==> config.mk <==
export PLATFORM = sky130hd
export DESIGN_NAME = strobe_seg_regs
export DESIGN_NICKNAME = d
export VERILOG_FILES = /design/src/hdl/strobe_seg_regs.v
export VERILOG_INCLUDE_DIRS = /design/src /design/src/shared
export SDC_FILE = /design/constraint.sdc
export NUM_CORES = 1
export LEC_CHECK = 0
export BUFFER_PORTS_ARGS = -buffer_cell sky130_fd_sc_hd__buf_2
export CAP_MARGIN = 20
export CORE_UTILIZATION = 35
export CTS_CLUSTER_SIZE = 16
export DETAILED_ROUTE_END_ITERATION = 6
export SYNTH_ARGS = -nofsm -noshare
export SYNTH_HDL_FRONTEND = slang
export SYNTH_SLANG_ARGS = --single-unit
export TNS_END_PERCENT = 50
==> constraint.sdc <==
create_clock -name pclk -period 2.1 [get_ports pclk]
set_input_delay 0.315 -clock pclk [delete_from_list [all_inputs] [get_ports pclk]]
set_output_delay 0.315 -clock pclk [all_outputs]
set_load 0.005 [all_outputs]
==> src/shared/strobe_seg_consts.vh <==
// constants for the strobe routing and buffer segmentation register bank
// assumes inclusion by bare name from design files under hdl/
`ifndef STROBE_SEG_CONSTS_VH
`define STROBE_SEG_CONSTS_VH
// register byte addresses on apb
`define ADDR_STROBE_PORT_ENABLES 12'h000
`define ADDR_BUFFER_DATA_SIZE 12'h004
`define ADDR_SEGMENT_SPLIT_USE 12'h008
`define ADDR_STROBE_SELECT 12'h00c
`define ADDR_BUFFER_QUERY 12'h010
`define ADDR_BUFFER_INFO 12'h014
// reset values
`define RST_PORT_ENABLES 4'h0
`define RST_SEG_SIZE 7'h00
`define RST_BUF_NUM 7'h00
`define RST_SELECT 7'h00
`define RST_ROUTE 2'h0
// field positions
`define PEN_MSB 3
`define HI_MSB 14
`define HI_LSB 8
`define LO_MSB 6
`define LO_LSB 0
`define SEL_MSB 6
`define SLOT_IDX_MSB 3
// bit positions in the buffer info word
`define INFO_EMPTY_BIT 2
`define INFO_SEG2_BIT 1
`define INFO_SEARCHED_BIT 0
// highest buffer number
`define LAST_BUF_NUM 7'h7f
// route codes of the four strobe ports
`define ROUTE_PORT_0 2'h0
`define ROUTE_PORT_1 2'h1
`define ROUTE_PORT_2 2'h2
`define ROUTE_PORT_3 2'h3
`define ROUTE_MSB 9
`define ROUTE_LSB 8
// strobe select codes
`define SEL_SLOTB_FIRST 7'h41
`define SEL_SLOTB_LAST 7'h4b
`define SEL_CYCLE_START 7'h4c
`define SEL_MINISLOT_START 7'h4f
// offsets to macrotick start, in protocol engine clocks
`define OFFSET_SLOT_B 0
`define OFFSET_CYCLE_START 0
`define OFFSET_MINISLOT_START 0
`define BUF_LIMIT 8'h80
`endif

==> src/hdl/strobe_seg_regs.v <==
// apb register bank: debug strobe routing and message buffer segment setup
// assumes pclk is the protocol engine clock; pe sources are synchronous to it
//
// Function
// - select codes 0x41..0x4b show bits 0..10 of the channel b slot counter, zero offset to macrotick start.
// - code 0x4c gives a cycle start pulse and 0x4f a minislot start pulse, channel free, zero offset.
// - all strobe offsets are counted in protocol engine clock cycles.
// - a port with its enable cleared stays inactive even with signals routed to it.
// - the port enable register has bits 3..0 for ports 3..0, 1 enables and 0 disables.
// - the data size register holds second segment size in bits 14..8 and first in 6..0, in two-byte units.
// - two independent segments exist, each with one data size of its own.
// - boundary bits 14..8 name the last buffer of segment one, which holds buffers up to and including it.
// - buffers above the boundary and below 128 form segment two, empty when the boundary is 127.
// - last-used bits 6..0 limit the search to buffers numbered up to that value.
// - when last-used equals the boundary, the second segment is treated as empty.
// - a two-bit route sends the chosen strobe to port 0..3, and signals on one port are combined by or; here only the one selected strobe reaches a port.
`include "strobe_seg_consts.vh"

module strobe_seg_regs (
    input wire pclk,
    input wire presetn,
    input wire psel,
    input wire penable,
    input wire pwrite,
    input wire [11:0] paddr,
    input wire [31:0] pwdata,
    output reg [31:0] prdata,
    output wire pready,
    output wire pslverr,
    input wire [10:0] slot_count_b,
    input wire cycle_start,
    input wire minislot_start,
    output reg strobe_port_0,
    output reg strobe_port_1,
    output reg strobe_port_2,
    output reg strobe_port_3,
    output wire [6:0] first_segment_size,
    output wire [6:0] second_segment_size,
    output wire [6:0] first_segment_end,
    output wire [6:0] last_used_buffer,
    output wire second_segment_empty
);

    // register file, one flop per field bit
    reg [3:0] port_on_ff;
    reg [6:0] seg1_size_ff;
    reg [6:0] seg2_size_ff;
    reg [6:0] seg1_end_ff;
    reg [6:0] last_used_ff;
    reg [6:0] select_ff;
    reg [1:0] strobe_port_route_ff;
    reg [6:0] query_ff;

    // next values of the register file
    reg [3:0] nxt_port_on;
    reg [6:0] nxt_seg1_size;
    reg [6:0] nxt_seg2_size;
    reg [6:0] nxt_seg1_end;
    reg [6:0] nxt_last_used;
    reg [6:0] nxt_select;
    reg [1:0] nxt_route;
    reg [6:0] nxt_query;

    // bus decode
    reg [31:0] nxt_prdata;
    wire access;
    wire setup_rd;
    wire wr_en;
    wire addr_ok;
    wire hit_port_on;
    wire hit_size;
    wire hit_split;
    wire hit_select;
    wire hit_query;
    wire hit_info;

    // buffer classification
    wire q_searched;
    wire q_in_seg2;
    wire [6:0] q_size;
    wire boundary_full;
    wire used_in_seg1;

    // strobe path
    reg chosen;
    wire [6:0] slot_diff;
    wire sel_slot_b;
    wire sel_cycle;
    wire sel_minislot;
    wire [3:0] nxt_ports;

    // zero wait states; every access completes in its first access cycle
    assign pready = 1'b1;

    // address decode, one hit line per register
    assign hit_port_on = (paddr == `ADDR_STROBE_PORT_ENABLES);
    assign hit_size = (paddr == `ADDR_BUFFER_DATA_SIZE);
    assign hit_split = (paddr == `ADDR_SEGMENT_SPLIT_USE);
    assign hit_select = (paddr == `ADDR_STROBE_SELECT);
    assign hit_query = (paddr == `ADDR_BUFFER_QUERY);
    assign hit_info = (paddr == `ADDR_BUFFER_INFO);
    assign addr_ok = hit_port_on || hit_size || hit_split || hit_select || hit_query || hit_info;
    assign access = psel && penable;
    assign setup_rd = psel && !penable && !pwrite;
    // unmapped addresses answer with an error and leave every register alone
    assign pslverr = access && !addr_ok;
    // the info word is read-only, so a write to it changes nothing
    assign wr_en = access && pwrite && addr_ok && !hit_info;

    // next register values; a field keeps its value unless its own word is written
    always @* begin
        nxt_port_on = port_on_ff;
        nxt_seg1_size = seg1_size_ff;
        nxt_seg2_size = seg2_size_ff;
        nxt_seg1_end = seg1_end_ff;
        nxt_last_used = last_used_ff;
        nxt_select = select_ff;
        nxt_route = strobe_port_route_ff;
        nxt_query = query_ff;
        if (wr_en && hit_port_on) begin
            nxt_port_on = pwdata[`PEN_MSB:`LO_LSB];
        end
        if (wr_en && hit_size) begin
            nxt_seg2_size = pwdata[`HI_MSB:`HI_LSB];
            nxt_seg1_size = pwdata[`LO_MSB:`LO_LSB];
        end
        if (wr_en && hit_split) begin
            nxt_seg1_end = pwdata[`HI_MSB:`HI_LSB];
            nxt_last_used = pwdata[`LO_MSB:`LO_LSB];
        end
        // select and route share one word, so a new code never meets a stale port
        if (wr_en && hit_select) begin
            nxt_select = pwdata[`SEL_MSB:`LO_LSB];
            nxt_route = pwdata[`ROUTE_MSB:`ROUTE_LSB];
        end
        if (wr_en && hit_query) begin
            nxt_query = pwdata[`LO_MSB:`LO_LSB];
        end
    end

    // register file flops; a write lands at the access edge only
    always @(posedge pclk or negedge presetn) begin
        if (!presetn) begin
            port_on_ff <= `RST_PORT_ENABLES;
            seg1_size_ff <= `RST_SEG_SIZE;
            seg2_size_ff <= `RST_SEG_SIZE;
            seg1_end_ff <= `RST_BUF_NUM;
            last_used_ff <= `RST_BUF_NUM;
            select_ff <= `RST_SELECT;
            strobe_port_route_ff <= `RST_ROUTE;
            query_ff <= `RST_BUF_NUM;
        end else begin
            port_on_ff <= nxt_port_on;
            seg1_size_ff <= nxt_seg1_size;
            seg2_size_ff <= nxt_seg2_size;
            seg1_end_ff <= nxt_seg1_end;
            last_used_ff <= nxt_last_used;
            select_ff <= nxt_select;
            strobe_port_route_ff <= nxt_route;
            query_ff <= nxt_query;
        end
    end

    // segment classification for the queried buffer number
    assign q_searched = (query_ff <= last_used_ff);
    assign q_in_seg2 = (query_ff > seg1_end_ff) && ({1'b0, query_ff} < `BUF_LIMIT);
    assign q_size = q_in_seg2 ? seg2_size_ff : seg1_size_ff;
    // boundary at the top buffer number leaves no room for segment two
    assign boundary_full = (seg1_end_ff == `LAST_BUF_NUM);
    // nothing past the boundary is ever searched, so segment two goes unused
    assign used_in_seg1 = (last_used_ff <= seg1_end_ff);
    assign second_segment_empty = boundary_full || used_in_seg1;
    assign first_segment_size = seg1_size_ff;
    assign second_segment_size = seg2_size_ff;
    assign first_segment_end = seg1_end_ff;
    assign last_used_buffer = last_used_ff;

    // read mux; unmapped reads return zero, fields sit in the low bits
    always @* begin
        nxt_prdata = 32'h00000000;
        case (paddr)
            `ADDR_STROBE_PORT_ENABLES: nxt_prdata[`PEN_MSB:`LO_LSB] = port_on_ff;
            `ADDR_BUFFER_DATA_SIZE: begin
                nxt_prdata[`HI_MSB:`HI_LSB] = seg2_size_ff;
                nxt_prdata[`LO_MSB:`LO_LSB] = seg1_size_ff;
            end
            `ADDR_SEGMENT_SPLIT_USE: begin
                nxt_prdata[`HI_MSB:`HI_LSB] = seg1_end_ff;
                nxt_prdata[`LO_MSB:`LO_LSB] = last_used_ff;
            end
            `ADDR_STROBE_SELECT: begin
                nxt_prdata[`SEL_MSB:`LO_LSB] = select_ff;
                nxt_prdata[`ROUTE_MSB:`ROUTE_LSB] = strobe_port_route_ff;
            end
            `ADDR_BUFFER_QUERY: nxt_prdata[`LO_MSB:`LO_LSB] = query_ff;
            // info word: size of the queried buffer's segment and three flags
            `ADDR_BUFFER_INFO: begin
                nxt_prdata[`HI_MSB:`HI_LSB] = q_size;
                nxt_prdata[`INFO_EMPTY_BIT] = second_segment_empty;
                nxt_prdata[`INFO_SEG2_BIT] = q_in_seg2 && !second_segment_empty;
                nxt_prdata[`INFO_SEARCHED_BIT] = q_searched;
            end
            default: nxt_prdata = 32'h00000000;
        endcase
    end

    // read data registered during setup so it stands stable in the access cycle
    // a write setup leaves it alone, so software sees the last read until the next
    always @(posedge pclk or negedge presetn) begin
        if (!presetn) begin
            prdata <= 32'h00000000;
        end else if (setup_rd) begin
            prdata <= nxt_prdata;
        end
    end

    // decode the select code once; codes outside the table drive nothing
    assign sel_slot_b = (select_ff >= `SEL_SLOTB_FIRST) && (select_ff <= `SEL_SLOTB_LAST);
    assign sel_cycle = (select_ff == `SEL_CYCLE_START);
    assign sel_minislot = (select_ff == `SEL_MINISLOT_START);
    // slot bit number is the code less the first slot code; only the low bits matter
    assign slot_diff = select_ff - `SEL_SLOTB_FIRST;

    // strobe source select; pe inputs are single-cycle pulses and live values
    always @* begin
        chosen = 1'b0;
        if (sel_slot_b) begin
            chosen = slot_count_b[slot_diff[`SLOT_IDX_MSB:`LO_LSB]];
        end else if (sel_cycle) begin
            chosen = cycle_start;
        end else if (sel_minislot) begin
            chosen = minislot_start;
        end
    end

    // one gate per port: routed here and enabled, or held low
    // with a single select word only one source reaches a port, so the or is trivial
    // port 0
    strobe_port_gate #(.PORT_NUM(`ROUTE_PORT_0)) gate_0 (
        .chosen(chosen),
        .route(strobe_port_route_ff),
        .enable(port_on_ff[0]),
        .drive(nxt_ports[0])
    );
    // port 1
    strobe_port_gate #(.PORT_NUM(`ROUTE_PORT_1)) gate_1 (
        .chosen(chosen),
        .route(strobe_port_route_ff),
        .enable(port_on_ff[1]),
        .drive(nxt_ports[1])
    );
    // port 2
    strobe_port_gate #(.PORT_NUM(`ROUTE_PORT_2)) gate_2 (
        .chosen(chosen),
        .route(strobe_port_route_ff),
        .enable(port_on_ff[2]),
        .drive(nxt_ports[2])
    );
    // port 3
    strobe_port_gate #(.PORT_NUM(`ROUTE_PORT_3)) gate_3 (
        .chosen(chosen),
        .route(strobe_port_route_ff),
        .enable(port_on_ff[3]),
        .drive(nxt_ports[3])
    );

    // output flops, one pe clock per step
    // one register stage keeps the same latency for every code, so zero relative offset holds
    always @(posedge pclk or negedge presetn) begin
        if (!presetn) begin
            strobe_port_0 <= 1'b0;
            strobe_port_1 <= 1'b0;
            strobe_port_2 <= 1'b0;
            strobe_port_3 <= 1'b0;
        end else begin
            strobe_port_0 <= nxt_ports[0];
            strobe_port_1 <= nxt_ports[1];
            strobe_port_2 <= nxt_ports[2];
            strobe_port_3 <= nxt_ports[3];
        end
    end

endmodule // strobe_seg_regs

// one strobe port gate: passes the chosen signal when routed here and enabled
// purely combinational; the caller registers the result
module strobe_port_gate #(
    parameter [1:0] PORT_NUM = 2'h0
) (
    input wire chosen,
    input wire [1:0] route,
    input wire enable,
    output wire drive
);
    wire routed_here;

    // route match first, then a cleared enable wins over any routing
    assign routed_here = (route == PORT_NUM);
    assign drive = chosen && routed_here && enable;
endmodule // strobe_port_gate

* Word level (Yosys, flattened, before mapping) *
Index checks and enable logic that the tools add are counted.

storage, ports and cells
  register bits = 66
  bits in latches = 0
  bits in writable memories = 0
  memory bits (read-only) = 0
  bits of input ports = 62
  output and inout port bits = 67
  word-level logic and storage cells = 77
  memories = 0

operators by class
  add/subtract/negate cells = 1
  multiply operators = 0
  div/mod/pow operators = 0
  magnitude comparators = 6
  eq/ne operators = 11
  shift operators = 0
  mux-type cells = 11
  bitwise gates (word level) = 0
  reductions and logical operators = 35

operators with widths
  kind                                                        number
  == test 12 x 4 -> 1 bit, second input constant              2
  == test 12 x 5 -> 1 bit, second input constant              2
  logical AND 1 bit                                           22
  == test 7 bit, second input constant                        3
  one-hot mux 3 bit (6 select lines)                          1
  one-hot mux 5 bit (3 select lines)                          1
  <= comparator 7 bit                                         2
  == test 12 x 3 -> 1 bit, second input constant              1
  logical NOT 12 bit                                          1
  one-hot mux 3 bit (4 select lines)                          1
  one-hot mux 2 bit (4 select lines)                          1
  >= comparator 7 bit, second input constant                  1
  greater-than comparator 7 bit                               1
  <= comparator 7 bit, second input constant                  1
  two-way mux 7 bit                                           1
  logical OR 1 bit                                            6
  logical NOT 1 bit                                           5
  less-than comparator 4 x 5 -> 1 bit, second input constant  1
  one-hot mux 1 bit (5 select lines)                          1
  binary-select mux 1 bit (select 4 bit)                      1
  == test 2 bit, second input constant                        2
  two-way mux 1 bit                                           4
  subtractor 4 x 1 -> 4 bit, second input constant            1
  == test 2 x 1 -> 1 bit, second input constant               1
  logical NOT 2 bit                                           1

* Depth between registers and ports, before layout *
  depth after elaboration = 9
  depth in mapped cells = 8

* Hierarchy *
A second synthesis with hierarchy kept.

unflattened totals
  cell total of the unflattened synthesis = 363
  area total of the unflattened synthesis = 3972.6 um^2

modules (own cells, without submodules)
  module                          instances  cells each  area an instance (um^2)
  strobe_seg_regs                 1          359         3931.3
  strobe_port_gate at gate_1 ...  2          1           10.0
  strobe_port_gate at gate_0      1          1           12.5
  strobe_port_gate at gate_3      1          1           8.8

* Worst setup path before layout *
OpenSTA, ideal clock, no wires.

  path type = register -> register
  start point = reg seg1_end_ff[4] (netlist: first_segment_end[4])
  end point = reg prdata[10]
  data arrival time = 1.881 ns
  slack = 0.093 ns
  stages on the path, launching flop included = 8
  path buffers = 0
  cell sequence = dfrtp_1 -> inv_1 -> ha_1 -> a211oi_1 -> nor2_1 -> o32ai_2 -> a211oi_1 -> a221o_1

on the way
  cells in the longest elaborated chain, start to end = 3

ends and longest elaborated chain
  element                             line                   text
  start: declaration                  strobe_seg_regs.v:48   reg [6:0] seg1_end_ff;
  start signal: assignment            strobe_seg_regs.v:147  seg1_end_ff <= `RST_BUF_NUM;
  start signal: assignment            strobe_seg_regs.v:156  seg1_end_ff <= nxt_seg1_end;
  greater-than comparator 7 bit       strobe_seg_regs.v:166  assign q_in_seg2 = (query_ff > seg1_end_ff) && ({1'b0, query_ff} < `BUF_LIMIT);
  two-way mux 7 bit                   strobe_seg_regs.v:167  assign q_size = q_in_seg2 ? seg2_size_ff : seg1_size_ff;
  one-hot mux 5 bit (3 select lines)  strobe_seg_regs.v:181  case (paddr)
  end signal: assignment              strobe_seg_regs.v:213  prdata <= nxt_prdata;
  end: declaration                    strobe_seg_regs.v:27   output reg [31:0] prdata,

Every way passes these cells.
A chain may end at the register's enable or synchronous reset.

* Final worst setup path *
  start point = reg last_used_ff[1] (netlist: last_used_buffer[1])
  end point = out second_segment_empty

on the way
  cells in the longest elaborated chain, start to end = 2

ends and longest elaborated chain
  element                   line                   text
  start: declaration        strobe_seg_regs.v:49   reg [6:0] last_used_ff;
  start signal: assignment  strobe_seg_regs.v:148  last_used_ff <= `RST_BUF_NUM;
  start signal: assignment  strobe_seg_regs.v:157  last_used_ff <= nxt_last_used;
  <= comparator 7 bit       strobe_seg_regs.v:171  assign used_in_seg1 = (last_used_ff <= seg1_end_ff);
  logical OR 1 bit          strobe_seg_regs.v:172  assign second_segment_empty = boundary_full || used_in_seg1;
  end: declaration          strobe_seg_regs.v:41   output wire second_segment_empty

Every way passes these cells.

==> results.py <==
metrics = {
    "sta": {
        "relSlewSlack_pct": 59.56,
        "worst_pin_slew_ns": 0.6066,
        "fmax_mhz": 465.1,
        "period_share_pct": 102.4,
        "hold_slack_ns": -0.004321,
        "rsz0062_at_grt": "yes",
        "setup_tns_ns": -0.05011,
        "report.final.hold_viol_count": 5,
        "clock_skew_ns": 0.005035,
        "finalSetupViolCount": 1,
        "drv_slew": 0,
        "layout_min_cycle_time_ns": 2.150,
        "fin_ws_ns": -0.05011,
    },
    "placed_design": {
        "hpwlAfterDp_um": 8630,
        "numPortBuffers": 91,
        "place_congestion": 0.9362,
    },
    "outcome": {
        "status": "finished with violations",
        "violations": "negative hold slack, negative setup slack",
    },
    "power_and_ir_drop": {
        "p_sw_mw": 0.6358,
        "powerDensity_mw_per_mm2": 567.9,
        "total_power_mw": 2.920,
        "p_int_mw": 2.285,
        "clkPwrFrac_pct": 50.1,
        "comb_power_share_pct": 6.2,
        "p_leak_nw": 2.648,
        "seqPwrFrac_pct": 43.7,
        "ir_drop_uv": 343.6,
        "p_sw_share_pct": 21.77,
    },
    "setup_path": {
        "path_max_fanout": 2,
        "critPathLaunchType": "register",
        "arrival_ns": 1.84,
        "critPathKind": "register to output pin",
        "required_ns": 1.78,
        "cp-end-kind": "output pin",
    },
    "synth": {
        "synth_edf_count": 0,
        "ys_ff_latch": 66,
        "syn_avg_cell_area_um2": 11.24,
        "synth-main-ff-cell": "dfrtp_1",
        "async_flop_share_pct": 100.0,
        "synth.yosys.seq_area_share_pct": 41.29,
        "syn-cell-area_mm2": 0.004000,
        "synthDistinctLibCells": 61,
        "yosysWarnings": 0,
        "syn_inst": 356,
    },
    "floorplan": {
        "rows": 38,
        "fp.dieW_um": 108.9,
        "core_mm2": 0.01098,
        "die_area_mm2": 0.01186,
        "die_h_um": 108.9,
        "num_io_pins": 129,
        "start_util_pct": 36.42,
    },
    "final_layout": {
        "n_antenna_cell": 0,
        "drive_gt1_share_pct": 45.27,
        "nets": 569,
        "syn2layout_area_growth_pct": 28.56,
    },
    "route": {
        "drt_iter0_drc": 144,
        "dr.pass1.iters": 4,
        "antenna_left": 0,
        "wl_um": 11030,
        "vias_per_cell": 5.182,
        "wl_per_cell_um": 17.61,
        "drc": 0,
        "vias": 3244,
    },
    "run": {
        "maxCapViolCount": 0,
    },
    "clock_tree": {
        "clkLatencyLatePin_ns": 0.33,
        "numCtsBuffers": 9,
        "cts.htree.levels": 3,
        "clk_pin_slew_ns": 0.05,
        "cts_tree": "yes",
        "cts.path.max_buffers": 2,
        "root_buffer": "clkbuf_16",
        "cts.sinks": 66,
    },
    "global_routing": {
        "antenna_found_initial": 0,
        "overflow": 0,
        "grt_pass1_wl_um": 17220,
        "grt_use_total_pct": 19.83,
        "grt_max_degree": 43,
        "grt_pass1_vias": 3276,
    },
    "hold_path": {
        "min_path_type": "primary input to asynchronous set/reset pin",
    },
}
==> per-stage QoR <==
| stage | util [%] | cell area, µm² | worst slack, ns | cells |
|---|---|---|---|---|
| CTS | 46.46 | 5102 | -0.1205 | 624 |
| detailed placement | 43.36 | 4762 | 0.01839 | 607 |
| finish | 46.82 | 5142 | -0.05011 | 626 |
| floorplan | - | 4064 | 0.09313 | 373 |
| global route | 46.82 | 5142 | -0.1400 | 626 |
| global placement | 43.36 | 4762 | -0.02390 | 607 |
==> registers in the layout, summed over array words and instances, names as in the netlist, 2 cells and up <==
| signal | cells |
|---|---|
| first_segment_end | 7 |
| prdata | 14 |
| strobe_port_route_ff | 2 |
| port_on_ff | 4 |
| first_segment_size | 7 |
| second_segment_size | 7 |
| select_ff | 7 |
| query_ff | 7 |
| last_used_buffer | 7 |
==> path summary, 6_finish.rpt <==
kind | to | cells after the start | slack, ns | from
worst min register to register | prdata[5] | 2 | 0.47 | prdata[5]
min in group pclk | second_segment_size[0] | 3 | 0.24 | pwdata[8]
worst min-delay path | first_segment_end[5] | 1 | -0.004 | presetn
worst max-delay path | second_segment_empty | 7 | -0.05 | last_used_buffer[1]
worst max register to register | prdata[14] | 8 | 0.07 | first_segment_end[2]
max in group asynchronous | first_segment_end[0] | 2 | 1.46 | presetn
==> timing repair <==
item,in CTS,in global routing
resized for setup,8,6
pin swaps,4,10
hold endpoints to repair,0,0
setup buffers,2,3
hold buffers,0,0
gates cloned,0,0
setup endpoints to repair,1,9
==> cell families after synthesis <==
logic type / after synthesis / synth area share [%]
compound gates: 64 / 11.17
xor+xnor: 2 / 0.4380
other cells: 2 / 0.1877
flops: 66 / 41.29
simple gates: 83 / 13.48
mux: 63 / 18.52
buf+inv: 51 / 7.100
fa+ha+maj: 25 / 7.820
==> critical path: stages (launching register included) <==
cell and delay [ns]:
dfrtp_1 0.43, ha_4 0.26, nor2b_4 0.12, o21ai_2 0.13
a21oi_2 0.07, o31ai_2 0.24, buf_4 0.17, buf_6 0.09
==> cell type report <==
type / count / area (µm²)
tap: 140 / 175.2
multi-input combinational: 256 / 2183
sequential: 66 / 1654
clock buffer: 12 / 246.5
clock inverter: 3 / 40.04
timing repair buffer: 128 / 764.5
inverter: 21 / 78.83
fill: 1026 / 5841
==> placed cells by master, fill, tap and decap left out, types with 8 or more instances in the layout <==
cell type,count
nor2b_1,8
inv_1,19
mux2_2,48
buf_2,90
buf_4,35
o21ai_0,18
nand2_1,20
a21oi_1,9
nand4_1,8
conb_1,19
dfrtp_1,64
ha_1,23
clkbuf_16,9
mux2i_1,11
==> power by group through the flow <==
stage | Sequential [mW] | Combinational (mW) | Clock, mW
after global routing | 1.27 | 0.205 | 1.54
after global placement | 1.30 | 0.178 | 0
after floorplan | 1.30 | 0.0923 | 0
after detailed placement | 1.30 | 0.180 | 0
after CTS | 1.28 | 0.182 | 1.49
final | 1.28 | 0.181 | 1.46
==> synthesized netlist by cell type (all sizes together), types with 7 or more instances <==
| cell type | instances | area, µm² |
|---|---|---|
| mux2 | 48 | 540.5 |
| ha | 25 | 312.8 |
| nor2b | 10 | 70.06 |
| buf | 28 | 197.7 |
| nand2 | 21 | 86.33 |
| nand4 | 8 | 50.05 |
| a21oi | 10 | 50.05 |
| nand3 | 8 | 50.05 |
| mux2i | 11 | 110.1 |
| o21ai | 19 | 95.09 |
| dfrtp | 66 | 1652 |
| inv | 21 | 78.83 |
| nor2 | 8 | 40.04 |
| a22o | 7 | 61.31 |
==> metal layers <==
metal | GRT usage (%) | vias up | share of wire, %
met3 | 3.885 | 15 | 5.5
li1 | - | 1534 | -
met5 | 0 | - | 0
met4 | 8.880 | 0 | 1.9
met2 | 31.13 | 106 | 47
met1 | 26.36 | 1589 | 46
Power figures use the tool's default switching activity.
